===== config.mk =====
export PLATFORM = sky130hd
export DESIGN_NAME = complementary_waveform_gen
export DESIGN_NICKNAME = d
export VERILOG_FILES = /design/src/core/cwg_pkg.sv /design/src/core/complementary_waveform_gen.sv
export SDC_FILE = /design/constraint.sdc
export NUM_CORES = 1
export LEC_CHECK = 0
export BUFFER_PORTS_ARGS = -buffer_cell sky130_fd_sc_hd__buf_2
export CAP_MARGIN = 20
export CORE_MARGIN = 2
export CORE_UTILIZATION = 49
export DETAILED_ROUTE_END_ITERATION = 10
export HOLD_SLACK_MARGIN = 0.15
export PLACE_DENSITY_LB_ADDON = 0.12
export SETUP_SLACK_MARGIN = 0.1
export SLEW_MARGIN = 20
export SYNTH_ARGS = -nofsm -noshare
export SYNTH_HDL_FRONTEND = slang
export SYNTH_SLANG_ARGS = --single-unit

===== constraint.sdc =====
create_clock -name clk -period 1.8 [get_ports clk]
set_input_delay 0.18 -clock clk [delete_from_list [all_inputs] [get_ports clk]]
set_output_delay 0.18 -clock clk [all_outputs]
set_load 0.05 [all_outputs]

===== src/core/cwg_pkg.sv =====
package cwg_pkg;

   // ****************************************
   // Register map, byte addresses
   // ****************************************
   localparam int unsigned ADDR_W = 8;
   localparam logic [7:0] CTRL_OFS = 8'h00;
   localparam logic [7:0] POL_OFS = 8'h04;
   localparam logic [7:0] DBR_OFS = 8'h08;
   localparam logic [7:0] DBF_OFS = 8'h0c;
   localparam logic [7:0] SHDN_OFS = 8'h10;
   localparam logic [7:0] STAT_OFS = 8'h14;

   // ****************************************
   // Field positions
   // ****************************************
   localparam int unsigned CTRL_EN_BIT = 0;
   localparam int unsigned CTRL_MODE_LSB = 1;
   localparam int unsigned CTRL_CS_BIT = 4;
   localparam int unsigned SHDN_STATE_BIT = 0;
   localparam int unsigned SHDN_AUTO_BIT = 1;
   localparam int unsigned SHDN_OVR_LSB = 4;
   localparam int unsigned STAT_OUT_LSB = 0;
   localparam int unsigned STAT_DIR_BIT = 4;
   localparam int unsigned STAT_PHASE_BIT = 5;
   localparam int unsigned STAT_DATA_BIT = 6;
   localparam int unsigned STAT_SHDN_BIT = 7;

   // ****************************************
   // Mode codes and dead-band sizes
   // ****************************************
   localparam logic [2:0] MODE_ASYNC_STEER = 3'h0;
   localparam logic [2:0] MODE_SYNC_STEER = 3'h1;
   localparam logic [2:0] MODE_FB_FWD = 3'h2;
   localparam logic [2:0] MODE_FB_REV = 3'h3;
   localparam logic [2:0] MODE_HALF_BRIDGE = 3'h4;
   localparam logic [2:0] MODE_PUSH_PULL = 3'h5;
   localparam int unsigned DB_W = 6;
   localparam logic [DB_W-1:0] DB_MAX = 6'h3f;
   localparam logic [DB_W-1:0] DB_ZERO = 6'h00;

   // ****************************************
   // Carriers and states
   // ****************************************
   typedef struct packed {
      logic en;
      logic [2:0] mode;
      logic cs;
      logic [3:0] pol;
      logic [DB_W-1:0] dbr;
      logic [DB_W-1:0] dbf;
      logic auto_restart;
      logic [3:0] ovr;
   } cfg_t;

   typedef struct packed {
      logic shdn;
      logic data;
      logic phase;
      logic dir;
      logic [3:0] outs;
   } stat_t;

   localparam cfg_t CFG_RESET = '0;
   localparam logic [3:0] OUT_RESET = 4'h0;

   typedef enum logic {DB_IDLE, DB_WAIT} fb_db_state_t;

endpackage


===== src/core/complementary_waveform_gen.sv =====
`timescale 1ns/1ps
// What this block does
// - six modes, one input, four outputs, shutdown
// - two 6-bit dead-band timers, rise and fall
// - half bridge: A true, B inverted, non-overlap
// - half bridge: C, D follow A, B
// - steering ignored outside steering modes
// - push-pull: pulses alternate between A and B
// - push-pull sequencer resets on disable or shutdown
// - first pulse after reset goes to A
// - push-pull: C, D copy A, B
// - forward: A active, B C inactive, D modulated
// - reverse: C active, A D inactive, B modulated
// - direction toggles by mode bit 0 while running
// - direction change waits for next data rise
// - statics swap, modulation resumes after dead band
// - bridge dead band only on new modulated output
// - data rise gives rising modulated output
// - each output has its own polarity
// - dead band counts clock periods up to value
// - half bridge counts set turn-on delays
// - dead-band clock is system or fast oscillator
module complementary_waveform_gen
   import cwg_pkg::*;
(
   input wire logic clk,
   input wire logic reset,
   input wire logic psel,
   input wire logic penable,
   input wire logic pwrite,
   input wire logic [ADDR_W-1:0] paddr,
   input wire logic [31:0] pwdata,
   output logic [31:0] prdata,
   output logic pready,
   output logic pslverr,
   input wire logic data_in,
   input wire logic fast_internal_oscillator,
   input wire logic shutdown_in,
   output logic bridge_out_a,
   output logic bridge_out_b,
   output logic bridge_out_c,
   output logic bridge_out_d
);

   // ****************************************
   // Helpers
   // ****************************************

   // Saturating dead-band count step
   function automatic logic [DB_W-1:0] db_step(input logic [DB_W-1:0] cnt, input logic tick);
      logic [DB_W-1:0] nxt;
      nxt = cnt;
      if (tick && cnt != DB_MAX) begin
         nxt = cnt + 6'h01;
      end
      return nxt;
   endfunction

   // ****************************************
   // State
   // ****************************************
   cfg_t cfg_q, cfg_d;
   logic shdn_q, shdn_d;
   logic data_q;
   logic phase_q, phase_d;
   logic dir_q, dir_d;
   fb_db_state_t fbst_q, fbst_d;
   logic [DB_W-1:0] rcnt_q, rcnt_d;
   logic [DB_W-1:0] fcnt_q, fcnt_d;
   logic [DB_W-1:0] dcnt_q, dcnt_d;
   logic [3:0] out_q, out_d;
   logic pready_q;
   logic pslverr_q;
   logic [31:0] prdata_q;

   // ****************************************
   // APB slave decode
   // ****************************************

   // One wait state: ready rises in the second access cycle
   wire access = psel && penable;
   wire done = access && pready_q;
   wire wr_fire = done && pwrite;
   wire hit_ctrl = paddr == CTRL_OFS;
   wire hit_pol = paddr == POL_OFS;
   wire hit_dbr = paddr == DBR_OFS;
   wire hit_dbf = paddr == DBF_OFS;
   wire hit_shdn = paddr == SHDN_OFS;
   wire hit_stat = paddr == STAT_OFS;
   wire mapped = hit_ctrl || hit_pol || hit_dbr || hit_dbf || hit_shdn || hit_stat;
   wire wr_ctrl = wr_fire && hit_ctrl;
   wire wr_shdn = wr_fire && hit_shdn;

   // Status view of the block
   stat_t stat;
   assign stat.shdn = shdn_q;
   assign stat.data = data_q;
   assign stat.phase = phase_q;
   assign stat.dir = dir_q;
   assign stat.outs = out_q;

   // Read data selection
   wire [31:0] rd_ctrl = {27'h0, cfg_q.cs, cfg_q.mode, cfg_q.en};
   wire [31:0] rd_pol = {28'h0, cfg_q.pol};
   wire [31:0] rd_dbr = {26'h0, cfg_q.dbr};
   wire [31:0] rd_dbf = {26'h0, cfg_q.dbf};
   wire [31:0] rd_shdn = {24'h0, cfg_q.ovr, 2'h0, cfg_q.auto_restart, shdn_q};
   wire [31:0] rd_stat = {24'h0, stat};
   wire [31:0] rd_data = hit_ctrl ? rd_ctrl :
                         hit_pol ? rd_pol :
                         hit_dbr ? rd_dbr :
                         hit_dbf ? rd_dbf :
                         hit_shdn ? rd_shdn :
                         hit_stat ? rd_stat : 32'h0;

   // Configuration writes; mode may be rewritten at any time
   always_comb begin
      cfg_d = cfg_q;
      if (wr_ctrl) begin
         cfg_d.en = pwdata[CTRL_EN_BIT];
         cfg_d.mode = pwdata[CTRL_MODE_LSB +: 3];
         cfg_d.cs = pwdata[CTRL_CS_BIT];
      end
      if (wr_fire && hit_pol) begin
         cfg_d.pol = pwdata[3:0];
      end
      if (wr_fire && hit_dbr) begin
         cfg_d.dbr = pwdata[DB_W-1:0];
      end
      if (wr_fire && hit_dbf) begin
         cfg_d.dbf = pwdata[DB_W-1:0];
      end
      if (wr_shdn) begin
         cfg_d.auto_restart = pwdata[SHDN_AUTO_BIT];
         cfg_d.ovr = pwdata[SHDN_OVR_LSB +: 4];
      end
   end

   // Bus answer registers
   always_ff @(posedge clk) begin
      if (reset) begin
         pready_q <= 1'b0;
         pslverr_q <= 1'b0;
         prdata_q <= 32'h0;
      end else begin
         pready_q <= access && !pready_q;
         pslverr_q <= access && !pready_q && !mapped;
         prdata_q <= (access && !pready_q && !pwrite) ? rd_data : 32'h0;
      end
   end

   // ****************************************
   // Mode decode and dead-band clock
   // ****************************************
   wire en = cfg_q.en;
   wire is_hb = cfg_q.mode == MODE_HALF_BRIDGE;
   wire is_pp = cfg_q.mode == MODE_PUSH_PULL;
   wire is_fb = cfg_q.mode[2:1] == MODE_FB_FWD[2:1];
   wire db_tick = cfg_q.cs ? fast_internal_oscillator : 1'b1;
   wire rise = data_in && !data_q;
   wire fall = !data_in && data_q;

   // ****************************************
   // Shutdown latch
   // ****************************************

   // Fault or firmware sets; firmware or auto restart clears; set wins
   wire shdn_set = shutdown_in || (wr_shdn && pwdata[SHDN_STATE_BIT]);
   wire shdn_clr = (wr_shdn && !pwdata[SHDN_STATE_BIT]) ||
                   (cfg_q.auto_restart && !shutdown_in);
   assign shdn_d = shdn_set || (shdn_q && !shdn_clr);

   // ****************************************
   // Half-bridge dead-band timers
   // ****************************************

   // Count periods since the last edge, cleared by the opposite level
   assign rcnt_d = data_in ? db_step(rcnt_q, db_tick) : DB_ZERO;
   assign fcnt_d = data_in ? DB_ZERO : db_step(fcnt_q, db_tick);
   wire hb_a = data_in && (rcnt_q >= cfg_q.dbr);
   wire hb_b = !data_in && (fcnt_q >= cfg_q.dbf);

   // ****************************************
   // Push-pull sequencer
   // ****************************************
   assign phase_d = (!en || shdn_q) ? 1'b0 :
                    (is_pp && fall) ? !phase_q : phase_q;
   wire pp_a = data_in && !phase_q;
   wire pp_b = data_in && phase_q;

   // ****************************************
   // Full-bridge direction and dead band
   // ****************************************

   // Pending reversal is applied at the next data rise
   wire dir_req = cfg_q.mode[0];
   wire fb_switch = en && is_fb && !shdn_q && rise && (dir_req != dir_q);
   wire [DB_W-1:0] sw_target = dir_req ? cfg_q.dbr : cfg_q.dbf;
   wire [DB_W-1:0] run_target = dir_q ? cfg_q.dbr : cfg_q.dbf;
   assign dir_d = (!en || fb_switch) ? dir_req : dir_q;

   // Dead-band sequence after a direction switch
   always_comb begin
      fbst_d = fbst_q;
      dcnt_d = dcnt_q;
      case (fbst_q)
         DB_IDLE: begin
            if (fb_switch && sw_target != DB_ZERO) begin
               fbst_d = DB_WAIT;
               dcnt_d = DB_ZERO;
            end
         end
         DB_WAIT: begin
            dcnt_d = db_step(dcnt_q, db_tick);
            if (!en || !is_fb || dcnt_q >= run_target) begin
               fbst_d = DB_IDLE;
            end
         end
         default: begin
            fbst_d = DB_IDLE;
         end
      endcase
   end

   // New modulated output stays inactive until the dead band ends
   wire fb_mod = data_in && fbst_q == DB_IDLE;
   wire fb_a = !dir_q;
   // At the switching rise the old modulated output stays off
   wire fb_b = dir_q && fb_mod && !fb_switch;
   wire fb_c = dir_q;
   wire fb_d = !dir_q && fb_mod && !fb_switch;

   // ****************************************
   // Output selection
   // ****************************************

   // Raw drive per mode, order {d, c, b, a}; steering bits unused elsewhere
   wire [3:0] raw = is_hb ? {hb_b, hb_a, hb_b, hb_a} :
                    is_pp ? {pp_b, pp_a, pp_b, pp_a} :
                    is_fb ? {fb_d, fb_c, fb_b, fb_a} :
                    {4{data_in}};
   wire [3:0] drive = raw ^ cfg_q.pol;
   assign out_d = !en ? cfg_q.pol :
                  shdn_q ? cfg_q.ovr : drive;

   // ****************************************
   // Registers
   // ****************************************
   always_ff @(posedge clk) begin
      if (reset) begin
         cfg_q <= CFG_RESET;
         shdn_q <= 1'b0;
         data_q <= 1'b0;
         phase_q <= 1'b0;
         dir_q <= 1'b0;
         fbst_q <= DB_IDLE;
      end else begin
         cfg_q <= cfg_d;
         shdn_q <= shdn_d;
         data_q <= data_in;
         phase_q <= phase_d;
         dir_q <= dir_d;
         fbst_q <= fbst_d;
      end
   end

   // Counters and output flops
   always_ff @(posedge clk) begin
      if (reset) begin
         rcnt_q <= DB_ZERO;
         fcnt_q <= DB_ZERO;
         dcnt_q <= DB_ZERO;
         out_q <= OUT_RESET;
      end else begin
         rcnt_q <= rcnt_d;
         fcnt_q <= fcnt_d;
         dcnt_q <= dcnt_d;
         out_q <= out_d;
      end
   end

   // Ports
   assign prdata = prdata_q;
   assign pready = pready_q;
   assign pslverr = pslverr_q;
   assign bridge_out_a = out_q[0];
   assign bridge_out_b = out_q[1];
   assign bridge_out_c = out_q[2];
   assign bridge_out_d = out_q[3];
endmodule


Word-level counts from Yosys, hierarchy flattened
Cells that the tools add are included.
{"block": "totals", "reg_bits": 87, "word_cells": 138}
{"block": "classes", "addsub": 3, "magnitude_cmp": 3, "n_eq_ne": 14, "mux": 20, "bitwise_logic": 4, "reduce_logical": 71}
{"operator": "$mux 6", "count": 6}
{"operator": "$logic_and 1x1->1", "count": 35}
{"operator": "$mux 4", "count": 5}
{"operator": "$add 6x1->6 const B", "count": 3}
{"operator": "$ge 6x6->1", "count": 3}
{"operator": "$ne 6x6->1 const B", "count": 3}
{"operator": "$eq 8x4->1 const B", "count": 2}
{"operator": "$eq 8x5->1 const B", "count": 2}
{"operator": "$mux 8", "count": 2}
{"operator": "$logic_not 1->1", "count": 14}
{"operator": "$logic_or 1x1->1", "count": 12}
{"operator": "$pmux 6 s2", "count": 1}
{"operator": "$mux 5", "count": 2}
{"operator": "$eq 8x3->1 const B", "count": 1}
{"operator": "$logic_not 8->1", "count": 1}
{"operator": "$reduce_or 2->1", "count": 4}
{"operator": "$reduce_or 7->1", "count": 1}
{"operator": "$eq 3x3->1 const B", "count": 2}
{"operator": "$reduce_bool 6->1", "count": 1}
{"operator": "$reduce_or 6->1", "count": 1}
{"operator": "$reduce_or 4->1", "count": 1}
{"operator": "$xor 4x4->4", "count": 1}
{"operator": "$mux 1", "count": 3}
{"operator": "$not 1->1", "count": 3}
{"operator": "6 further kinds", "count": 6}

Longest topological paths before layout
Gate-level depths: netlist of the first run.
{"block": "depth", "depth_word": 13, "depth_mapped": 8, "mapped_depth_nobuf": 7}

Least setup slack after synthesis of the first run
OpenSTA, ideal clock, no wires.
{"block": "synth_path", "path_type": "reg2reg", "startpoint": "register dir_q", "endpoint": "register fbst_q", "arrival_time_ns": 1.842, "required_time_ns": 1.680, "setup_slack_ns": -0.161, "path_stages_with_launch": 9, "path_buffers": 1, "cell_sequence": "dfxtp_1 -> clkbuf_1 -> mux2_2 -> ha_1 -> nand2b_1 -> a21oi_1 -> nor2b_1 -> o21ai_0 -> a211o_1"}
{"block": "synth_between", "elab_chain_cells": 5, "word_cells_on_any_way": 9}
{"element": "start: declaration", "line_no": "complementary_waveform_gen.sv:66", "source": "logic dir_q, dir_d;"}
{"element": "start signal: assignment", "line_no": "complementary_waveform_gen.sv:262", "source": "dir_q <= dir_d;"}
{"element": "$mux 6 or $ne 1x1->1 (tied branches)", "line_no": "complementary_waveform_gen.sv:199, complementary_waveform_gen.sv:197"}
{"element": "$ge 6x6->1 or $logic_and 1x1->1 (tied branches)", "line_no": "complementary_waveform_gen.sv:215, complementary_waveform_gen.sv:197"}
{"element": "$logic_or 1x1->1 or $logic_and 1x1->1 (tied branches)", "line_no": "complementary_waveform_gen.sv:215, complementary_waveform_gen.sv:208"}
{"element": "$mux 1 (on tied branches)", "line_no": "complementary_waveform_gen.sv:215, complementary_waveform_gen.sv:208"}
{"element": "$pmux 1 s2 (*)", "line_no": "complementary_waveform_gen.sv:206", "source": "case (fbst_q)"}
{"element": "end signal: assignment", "line_no": "complementary_waveform_gen.sv:263", "source": "fbst_q <= fbst_d;"}
{"element": "end: declaration", "line_no": "complementary_waveform_gen.sv:67", "source": "fb_db_state_t fbst_q, fbst_d;"}
Mark *: on every way between the ends. The rest lies on a longest branch, timed or not.
A chain may end at the register's enable or synchronous reset.

Worst setup path in the final report of the first run
{"block": "layout_path", "startpoint": "register cfg_q[5] (netlist bit)", "endpoint": "register fbst_q"}
{"block": "layout_between", "elab_chain_cells": 5, "word_cells_on_any_way": 9}
{"element": "start: declaration", "line_no": "complementary_waveform_gen.sv:62", "source": "cfg_t cfg_q, cfg_d;"}
{"element": "start signal: assignment", "line_no": "complementary_waveform_gen.sv:258", "source": "cfg_q <= cfg_d;"}
{"element": "$mux 6 (on tied branches)", "line_no": "complementary_waveform_gen.sv:199, complementary_waveform_gen.sv:198"}
{"element": "$ge 6x6->1 or $reduce_bool 6->1 (tied branches)", "line_no": "complementary_waveform_gen.sv:215, complementary_waveform_gen.sv:208"}
{"element": "$logic_or 1x1->1 or $logic_and 1x1->1 (tied branches)", "line_no": "complementary_waveform_gen.sv:215, complementary_waveform_gen.sv:208"}
{"element": "$mux 1 (on tied branches)", "line_no": "complementary_waveform_gen.sv:215, complementary_waveform_gen.sv:208"}
{"element": "$pmux 1 s2 (*)", "line_no": "complementary_waveform_gen.sv:206"}
Marked as above.

==> qor.txt, run 1 <==
status: finished clean
Synth area leader: dfxtp_1
Clk pin slew, worst setup/hold paths: 0.09 ns
Setup crit start kind: flip-flop
H-tree depth: 3
post-synth top area share: 34.0%
antenna cells: 0
largest net degree at the start of global routing: 29
number of flops mapped to enable cells by yosys: 0
pre-CTS setup slack: 0.0194 ns
cells along the critical path: buf_6 -> mux2_4 -> ha_4 -> nand2b_4 -> a21oi_2 -> nor2b_1 -> o21ai_1 -> a211o_1
Crit path arrival time: 1.98 ns
Via-to-Cell Ratio: 5.45
drt total wl: 10000 um
flop2flop setup slack: 0.06 ns
Crit. End Element: flip-flop
crit path buf inv count: 1
antenna violation net count after detailed routing: 0
RR Startpoint: cfg_q[5]
synth top area cells: dfxtp_1, mux2i_1, ha_1
R2R cell count: 8
worst setup path endpoint: fbst_q
final core utilization: 64.2%
critical path's slowest cell: dfxtp_4
die width: 91.1 um
max incr delay on CP: 0.38 ns
Clock Tree Root: clkbuf_8
Cell Pwr Density: 622 nW/um^2
post-route setup slack: 0.0585 ns
part of the Yosys area used for sequential elements: 34.0%
fin crit share: 96.7%
Worst R2R End: fbst_q
Final setup viols: 0
crit path kind: flip-flop to flip-flop
GR Util met3: 8.30%
GRT Util Overall: 24.5%
library cells used by synthesis: 56
RSZ-0062 raised after global routing: yes
Total Die Area: 8290 sq um
die height: 91.1 um
DR pass1 iterations: 4
Site Rows: 31
I/O pin count: 86
Max Slew Vio Count: 0
Max Cap Violations: 0
Final Hold Viols: 0
GP Congestion: 0.902
Mapped Area: 3710 sq um
CP Depth: 8
clock sink count: 63
final worst path period need: 1.74 ns
port bufs: 37
Initial Util: 50.9%
met1 Track Usage GR: 31.7%
hpwl dp: 7380 um
Max clock buf depth: 2
Critical Path Source: cfg_q[5]
P&R area growth vs syn: 26.0%
Hold Crit Class: input pin to flip-flop
yosys warns: 0
via count: 3339
first-pass GRT wire length: 16100 um
filler cell count: 630
Yosys reg bits: 63
crit path max fanout: 4
remaining global-route overflow: 0
CP required: 2.04 ns
CTS tree: yes
Synth Flop Type: dfxtp_1
highest clock rate: 574 MHz
Final nets: 578
vias in the first global route: 3247
ys async rst share: 0%
initial antenna violation count: 0
Placeable Area: 7290 sq um
drt wl/cell: 16.3 um
global routing's busiest layer: met2
mean post-synth cell area: 8.60 sq um
final clock skew: 0.0113 ns
drt first-iter violations: 232
Pleak: 2.12 nW
Residual DRC: 0
CP top delay family: flip-flops
Clock Latency Late Sink: 0.35 ns
layout cells sized above 1: 27.6%
Mapped Cells: 432
met2 usage: 39.5%
Worst IR Drop VDD: 557 uV
Num CTS Buffers: 9
-- placed cells by master, fill, tap and decap left out, drive strengths merged, types with 7 or more instances in the layout --
| cell | Yosys | routed |
|---|---|---|
| dlygate4sd3 | 0 | 10 |
| nor2 | 54 | 54 |
| buf | 27 | 75 |
| o21ai | 12 | 12 |
| mux2i | 39 | 39 |
| nand4 | 7 | 7 |
| ha | 21 | 21 |
| a31oi | 8 | 8 |
| inv | 19 | 24 |
| xnor2 | 8 | 8 |
| xor2 | 8 | 8 |
| nand2 | 30 | 30 |
| or3 | 7 | 7 |
| dfxtp | 63 | 63 |
| nor2b | 13 | 13 |
| conb | 1 | 24 |
| nand3 | 16 | 16 |
| clkbuf | 15 | 9 |
| a21oi | 16 | 16 |
-- registers in the layout, indices dropped and copies added (netlist names) --
signal   count
cfg_q       25
data_q       1
dcnt_q       6
dir_q        1
en           1
fbst_q       1
fcnt_q       6
out_q        4
phase_q      1
prdata       8
pready       1
pslverr      1
rcnt_q       6
shdn_q       1
-- per-layer routing --
metal	up-vias	share of wire, %
met4	0	0.97
li1	1631	-
met3	12	8.5
met1	1577	42
met5	-	0
met2	119	48
-- cell families (layout without fill, tap and decap cells) --
group / after synthesis / after routing / synth area share, %
other: 1 / 24 / 0.101
buffers and inverters: 61 / 120 / 8.63
multiplexers: 42 / 42 / 11.4
flip-flops: 63 / 63 / 34.0
AND/OR/NAND/NOR: 164 / 164 / 23.5
XOR/XNOR: 16 / 16 / 3.77
AO/OA/AOI/OAI: 64 / 64 / 11.6
adder cells (fa/ha/maj): 21 / 21 / 7.08
-- power by group --
group          internal, W  switching (W)  leakage [nW]
combinational    0.0000903       0.000231          1.51
sequential         0.00140     0.00000901         0.516
clock             0.000528       0.000655        0.0892
total              0.00201       0.000895          2.12
-- cells in the mapped netlist (all sizes together), types with 5 or more instances --
cell	n
a21oi	16
and2	6
xnor2	8
or3	7
clkbuf	15
o21ai	12
nor2b	13
ha	21
nand4	7
and3	6
nand2	30
inv	19
nand2b	6
dfxtp	63
nor3	5
nor2	54
a31oi	8
nand3	16
xor2	8
buf	27
mux2i	39
-- worst reg2reg max path, stage by stage, from the launching register on --
cell and delay [ns]:
dfxtp_4 0.38, buf_6 0.13, mux2_4 0.28, ha_4 0.26, nand2b_4 0.11, a21oi_2 0.05
nor2b_1 0.11, o21ai_1 0.08, a211o_1 0.25
-- through the flow --
stage	std cells	instance area (sq um)	power (W)	TNS, ns	hold slack (ns)
2_1_floorplan	455	3810	0.00169	-0.00595	0.309
3_3_place_gp	586	4170	0.00173	0	0.413
3_5_place_dp	586	4170	0.00173	0	0.423
4_1_cts	612	4480	0.00292	0	0.172
5_1_grt	613	4680	0.00301	-0.0277	0.201
6_report	613	4680	0.00291	0	0.173
-- final cells by class --
type	count	area (sq um)	area share (%)
repair buffers	85	599	12.8
well taps	99	124	2.65
clock buffers	9	124	2.65
clock inverters	7	61.3	1.31
inverters	19	71.3	1.52
multi-input cells	331	2410	51.5
flip-flops and latches	63	1290	27.5
-- repair_timing --
item                                   CTS  global route
buffers inserted                         0             1
pin swaps                                3            11
endpoints found under the hold margin   23             0
setup endpoints to repair                5            11
gates resized for setup                  8            39
hold buffers                            10             0
gates cloned                             0             0
-- worst min path at each step --
stage / startpoint / end / slack (ns) / cells after the start
CTS: penable / pready / 0.17 / 3
floorplan: shutdown_in / shdn_q / 0.31 / 2
global route: reset / cfg_q[1] / 0.20 / 2
finish: penable / pready / 0.17 / 3
detailed placement: shutdown_in / shdn_q / 0.42 / 3
global placement: pwdata[7] / cfg_q[3] / 0.41 / 3
Note: power is estimated with default switching activity, not from simulation.
==> run 2, diff against run 1 <==
--- a/config.mk
+++ b/config.mk
@@ -5,6 +5,7 @@
 export SDC_FILE = /design/constraint.sdc
 export NUM_CORES = 1
 export LEC_CHECK = 0
+export ABC_AREA = 1
 export BUFFER_PORTS_ARGS = -buffer_cell sky130_fd_sc_hd__buf_2
 export CAP_MARGIN = 20
 export CORE_MARGIN = 2
@@ -12,6 +13,7 @@
 export DETAILED_ROUTE_END_ITERATION = 10
 export HOLD_SLACK_MARGIN = 0.15
 export PLACE_DENSITY_LB_ADDON = 0.12
+export RECOVER_POWER = 50
 export SETUP_SLACK_MARGIN = 0.1
 export SLEW_MARGIN = 20
 export SYNTH_ARGS = -nofsm -noshare
==> run 2 against run 1 <==
Sequential power about the same; first-iteration DRC count fell by 33%; non-clock buffer count down 15; maximum frequency grew 4.4%; highest routed layer unchanged; routed wire length grew 2.1%; via count grew 10%; clock skew down 0.0039 ns; core utilization decreased by 3.3 points.
==> qor.txt, run 2 <==
status: finished clean
library cells used by synthesis: 45
Int Pwr: 0.00215 W
fin crit share: 92.7%
post-synth top area share: 33.3%
Site Rows: 32
DR pass1 iterations: 4
CTS tree: yes
final worst path period need: 1.67 ns
Psw: 0.000823 W
die width: 91.9 um
GRT Util Overall: 24.3%
antenna violation net count after detailed routing: 0
H-tree depth: 3
Comb pwr share: 10.3%
layout cells sized above 1: 26.1%
crit path max fanout: 4
synth top area cells: dfxtp_1, nand2_1, a21oi_1
crit path kind: flip-flop to flip-flop
cells along the critical path: inv_2 -> ha_1 -> nand2_2 -> nor2_2 -> o21ai_1 -> nand3_1 -> nand2_1 -> nand2_2 -> nand2_2 -> nand2_1 -> nand3_1 -> nand2_1 -> a21oi_2
I/O pin count: 86
yosys warns: 0
Placeable Area: 7610 sq um
clock sink count: 63
Final nets: 674
Final Hold Viols: 0
Initial Util: 49.8%
port bufs: 37
max reg flops: 25
HP Start: pwdata[5]
WHS: 0.164 ns
RR Startpoint: cfg_q[13]
Total Die Area: 8450 sq um
filler cell count: 742
synth cell count leaders: nand2_1, inv_1, a21oi_1
via count: 3677
max incr delay on CP: 0.35 ns
Max Cap Violations: 0
post-route setup slack: 0.131 ns
critical path's slowest cell: dfxtp_2
Via-to-Cell Ratio: 5.16
Mapped Cells: 533
pre-CTS setup slack: 0.00506 ns
initial antenna violation count: 0
Synth area leader: dfxtp_1
Final setup viols: 0
drt total wl: 10200 um
Mapped Area: 3790 sq um
Residual DRC: 0
setup TNS: 0 ns
total power: 0.00298 W
drt wl/cell: 14.4 um
first-pass GRT wire length: 16200 um
die height: 91.9 um
Layout Cells excl Fill: 712
largest register by flop count: cfg_q
Cell Pwr Density: 642 nW/um^2
largest net degree at the start of global routing: 20
Critical Path Source: cfg_q[13]
mean post-synth cell area: 7.11 sq um
CP top delay family: simple AND/OR/NAND/NOR gates
Clock Tree Root: clkbuf_8
Max Slew Vio Count: 0
relative slew slack: 59.8%
GP Congestion: 0.892
clock share of power: 42.2%
ys async rst share: 0%
Clock Latency Late Sink: 0.35 ns
Num CTS Buffers: 9
hpwl dp: 7620 um
final clock skew: 0.00738 ns
Yosys reg bits: 63
sw frac: 27.7%
Hold Crit Class: input pin to flip-flop
antenna cells: 0
most common cell after layout, fill and taps aside: nand2_1
Clk pin slew, worst setup/hold paths: 0.07 ns
Worst IR Drop VDD: 410 uV
Crit. End Element: flip-flop
RSZ-0062 raised after global routing: yes
Synth Flop Type: dfxtp_1
part of the Yosys area used for sequential elements: 33.3%
Setup crit start kind: flip-flop
CP required: 2.07 ns
slew at the pin with the worst max-slew slack: 0.606 ns
highest-count cells in the layout ignoring fill and taps: nand2_1, inv_1, a21oi_1
highest clock rate: 599 MHz
number of flops mapped to enable cells by yosys: 0
vias in the first global route: 3371
remaining global-route overflow: 0
Pleak: 1.88 nW
placed cells: 681
Crit path arrival time: 1.94 ns
most frequent cell after synthesis: nand2_1
drt first-iter violations: 156
Max clock buf depth: 2
Seq pwr share: 47.4%
P&R area growth vs syn: 22.3%
crit path buf inv count: 1
-- run 2: repair_timing --
action	CTS	global route
hold endpoints to repair	4	0
setup endpoints to repair	5	16
pin swaps	7	20
gates resized for setup	21	62
hold buffers	5	0
buffers inserted	0	10
-- run 2: kinds of logic after synthesis --
| group | count (synthesis) | synth area share, % |
|---|---|---|
| AND/OR/NAND/NOR | 188 | 24.9 |
| AO/OA/AOI/OAI | 137 | 19.5 |
| buffers and inverters | 120 | 14.6 |
| flip-flops | 63 | 33.3 |
| adder cells (fa/ha/maj) | 21 | 6.93 |
| XOR/XNOR | 3 | 0.693 |
| other | 1 | 0.0989 |
-- run 2: worst paths after layout --
kind | endpoint | slack [ns] | cells after the start
setup / recovery | out_q[0] | 0.13 | 13
hold reg to reg | rcnt_q[0] | 0.47 | 1
hold / removal | cfg_q[10] | 0.16 | 3
setup reg to reg | out_q[0] | 0.13 | 13
-- run 2: layout make-up --
type,instances,area [sq um],share of cell area [%]
clock buffer,13,149,3.21
clock inverter,3,42.5,0.918
sequential,63,1290,27.8
tap,102,128,2.75
multi-input combinational,373,2260,48.7
timing repair buffer,70,433,9.34
inverter,88,334,7.21
-- run 2: worst register-to-register path, stage by stage (launching register included) --
cell and delay [ns]:
dfxtp_2 0.35, inv_2 0.07, ha_1 0.31, nand2_2 0.08, nor2_2 0.04, o21ai_1 0.07, nand3_1 0.09, nand2_1 0.09
nand2_2 0.09, nand2_2 0.07, nand2_1 0.05, nand3_1 0.07, nand2_1 0.06, a21oi_2 0.15
-- run 2: power by group through the flow --
stage               sequential (W)  combinational [W]  clock, W
floorplan                  0.00145           0.000255         0
global placement           0.00144           0.000288         0
detailed placement         0.00144           0.000292         0
CTS                        0.00141           0.000302   0.00126
global route               0.00141           0.000333   0.00133
finish                     0.00141           0.000307   0.00126
-- run 2: stage by stage --
step	util, %	cell area (sq um)
floorplan	-	3880
global placement	54.0	4110
detailed placement	54.0	4110
CTS	57.6	4390
global route	60.9	4630
finish	60.9	4630
-- run 2: layer usage --
metal | global-route usage [%] | vias to the layer above | part of all wire, %
li1 | - | 1846 | -
met3 | 3.62 | 13 | 3.8
met5 | 0 | - | 0
met4 | 9.83 | 0 | 1.7
met1 | 31.5 | 1717 | 46
met2 | 40.6 | 101 | 48
==> run 3, diff against run 2 <==
--- a/config.mk
+++ b/config.mk
@@ -8,7 +8,6 @@
 export ABC_AREA = 1
 export BUFFER_PORTS_ARGS = -buffer_cell sky130_fd_sc_hd__buf_2
 export CAP_MARGIN = 20
-export CORE_MARGIN = 2
 export CORE_UTILIZATION = 49
 export DETAILED_ROUTE_END_ITERATION = 10
 export HOLD_SLACK_MARGIN = 0.15
==> run 3 against run 2 <==
Non-clock buffer count grew 2; cell area shrank 1.8%; clock-buffer cell count is the same; critical path type unchanged.
==> qor.txt, run 3 (synthesis results as in run 2) <==
drt wl/cell: 14.4 um
critical path's slowest cell: dfxtp_2
die width: 89.9 um
CP top delay family: compound AO/OA/AOI/OAI gates
largest net degree at the start of global routing: 14
antenna violation net count after detailed routing: 0
GP Congestion: 0.942
Site Rows: 31
hpwl dp: 7850 um
Hold Crit Class: input pin to flip-flop
P&R area growth vs syn: 20.1%
Crit. End Element: flip-flop
Placeable Area: 7370 sq um
Int Pwr: 0.00205 W
crit path kind: flip-flop to flip-flop
final worst path period need: 1.66 ns
post-route setup slack: 0.143 ns
fin crit share: 92.1%
Max Cap Violations: 0
Cell Pwr Density: 626 nW/um^2
first-pass GRT wire length: 16400 um
Clk pin slew, worst setup/hold paths: 0.07 ns
GRT Util Overall: 25.7%
max reg flops: 25
Clock Latency Late Sink: 0.34 ns
Setup crit start kind: flip-flop
crit path buf inv count: 1
cells along the critical path: buf_6 -> o21ai_1 -> ha_1 -> a21boi_1 -> o21ai_1 -> nand2_1 -> nand2_1 -> nand2_1 -> nand2_1 -> nand2_1 -> a21oi_1
crit-path most repeated cell: nand2_1
Clock Tree Root: clkbuf_8
Residual DRC: 0
Initial Util: 51.4%
Psw: 0.000801 W
Total Die Area: 8090 sq um
relative slew slack: 59.9%
initial antenna violation count: 0
DR pass1 iterations: 5
Max Slew Vio Count: 0
Max clock buf depth: 2
layout cells sized above 1: 23.7%
RSZ-0062 raised after global routing: yes
status: finished clean
CP required: 2.07 ns
final clock skew: 0.00798 ns
drt first-iter violations: 228
Via-to-Cell Ratio: 5.21
H-tree depth: 3
max incr delay on CP: 0.34 ns
setup TNS: 0 ns
Worst IR Drop VDD: 345 uV
vias in the first global route: 3393
Seq pwr share: 49.6%
I/O pin count: 86
remaining global-route overflow: 0
most common cell after layout, fill and taps aside: nand2_1
antenna cells: 0
Final setup viols: 0
crit path max fanout: 10
Pleak: 1.87 nW
highest-count cells in the layout ignoring fill and taps: nand2_1, inv_1, a21oi_1
largest register by flop count: cfg_q
via count: 3705
port bufs: 37
pre-CTS setup slack: 0.0227 ns
clock share of power: 39.5%
CTS tree: yes
die height: 89.9 um
clock sink count: 63
Final nets: 676
sw frac: 28.1%
slew at the pin with the worst max-slew slack: 0.604 ns
drt total wl: 10200 um
Num CTS Buffers: 9
Final Hold Viols: 0
highest clock rate: 603 MHz
Crit path arrival time: 1.93 ns
Comb pwr share: 10.9%
==> run 3: cell types whose count changed in the layout (fill, tap and decap cells not counted), moves of 3 or more <==
cell     delta
dfxtp_2     -4
buf_4       +4
nand2_1     +4
o21ai_1     +7
nand2_2     -3
o21ai_0     -5
dfxtp_1     +3
==> run 3: metal layers <==
layer	share of wire (%)	routed length, um	global-route usage (%)	vias up
met3	6.7	688	4.40	23
li1	-	-	-	1856
met2	44	4520	40.1	137
met5	0	0	0	-
met1	47	4780	35.9	1689
met4	2.2	221	8.74	0
==> run 3: worst min-delay path, delay by kind of cell <==
kind                   cells  cell delay [ns]
buffers and inverters      1             0.07
AOI/OAI and AO/OA          2             0.19
==> run 3: cell type report <==
class	count	area, sq um
sequential	63	1290
tap	99	124
fill	700	2820
clock buffer	13	159
multi-input combinational	373	2190
timing repair buffer	72	435
clock inverter	3	17.5
inverter	88	334
==> run 3: stage by stage <==
step	cell area, sq um	std cells	utilization (%)	hold slack, ns	total power (W)
after floorplan	3880	556	-	0.258	0.00170
after global placement	4190	690	56.9	0.405	0.00174
after detailed placement	4190	690	56.9	0.421	0.00174
after CTS	4440	709	60.2	0.153	0.00285
after global routing	4550	711	61.8	0.175	0.00296
final	4550	711	61.8	0.156	0.00285
==> run 3: power by group through the flow <==
stage / clock network, W / logic (W) / registers [W]
after floorplan: 0 / 0.000255 / 0.00145
after global placement: 0 / 0.000296 / 0.00144
after detailed placement: 0 / 0.000300 / 0.00144
after CTS: 0.00113 / 0.000307 / 0.00141
after global routing: 0.00121 / 0.000335 / 0.00141
final: 0.00112 / 0.000312 / 0.00141
==> run 3: path summary, 6_finish.rpt <==
| path | startpoint | to | slack, ns | cells after the start |
|---|---|---|---|---|
| max | dir_q | fbst_q | 0.14 | 11 |
| min | pwdata[7] | cfg_q[3] | 0.16 | 3 |
| max reg2reg | dir_q | fbst_q | 0.14 | 11 |
| min reg2reg | rcnt_q[0] | rcnt_q[0] | 0.46 | 1 |
==> run 3: repair_timing <==
item                                    in CTS  in global routing
setup buffers                                0                  2
hold buffers                                 3                  0
resized for setup                           13                 49
pin swaps                                    6                 20
hold endpoints to repair                     2                  0
endpoints found under the setup margin       5                 12
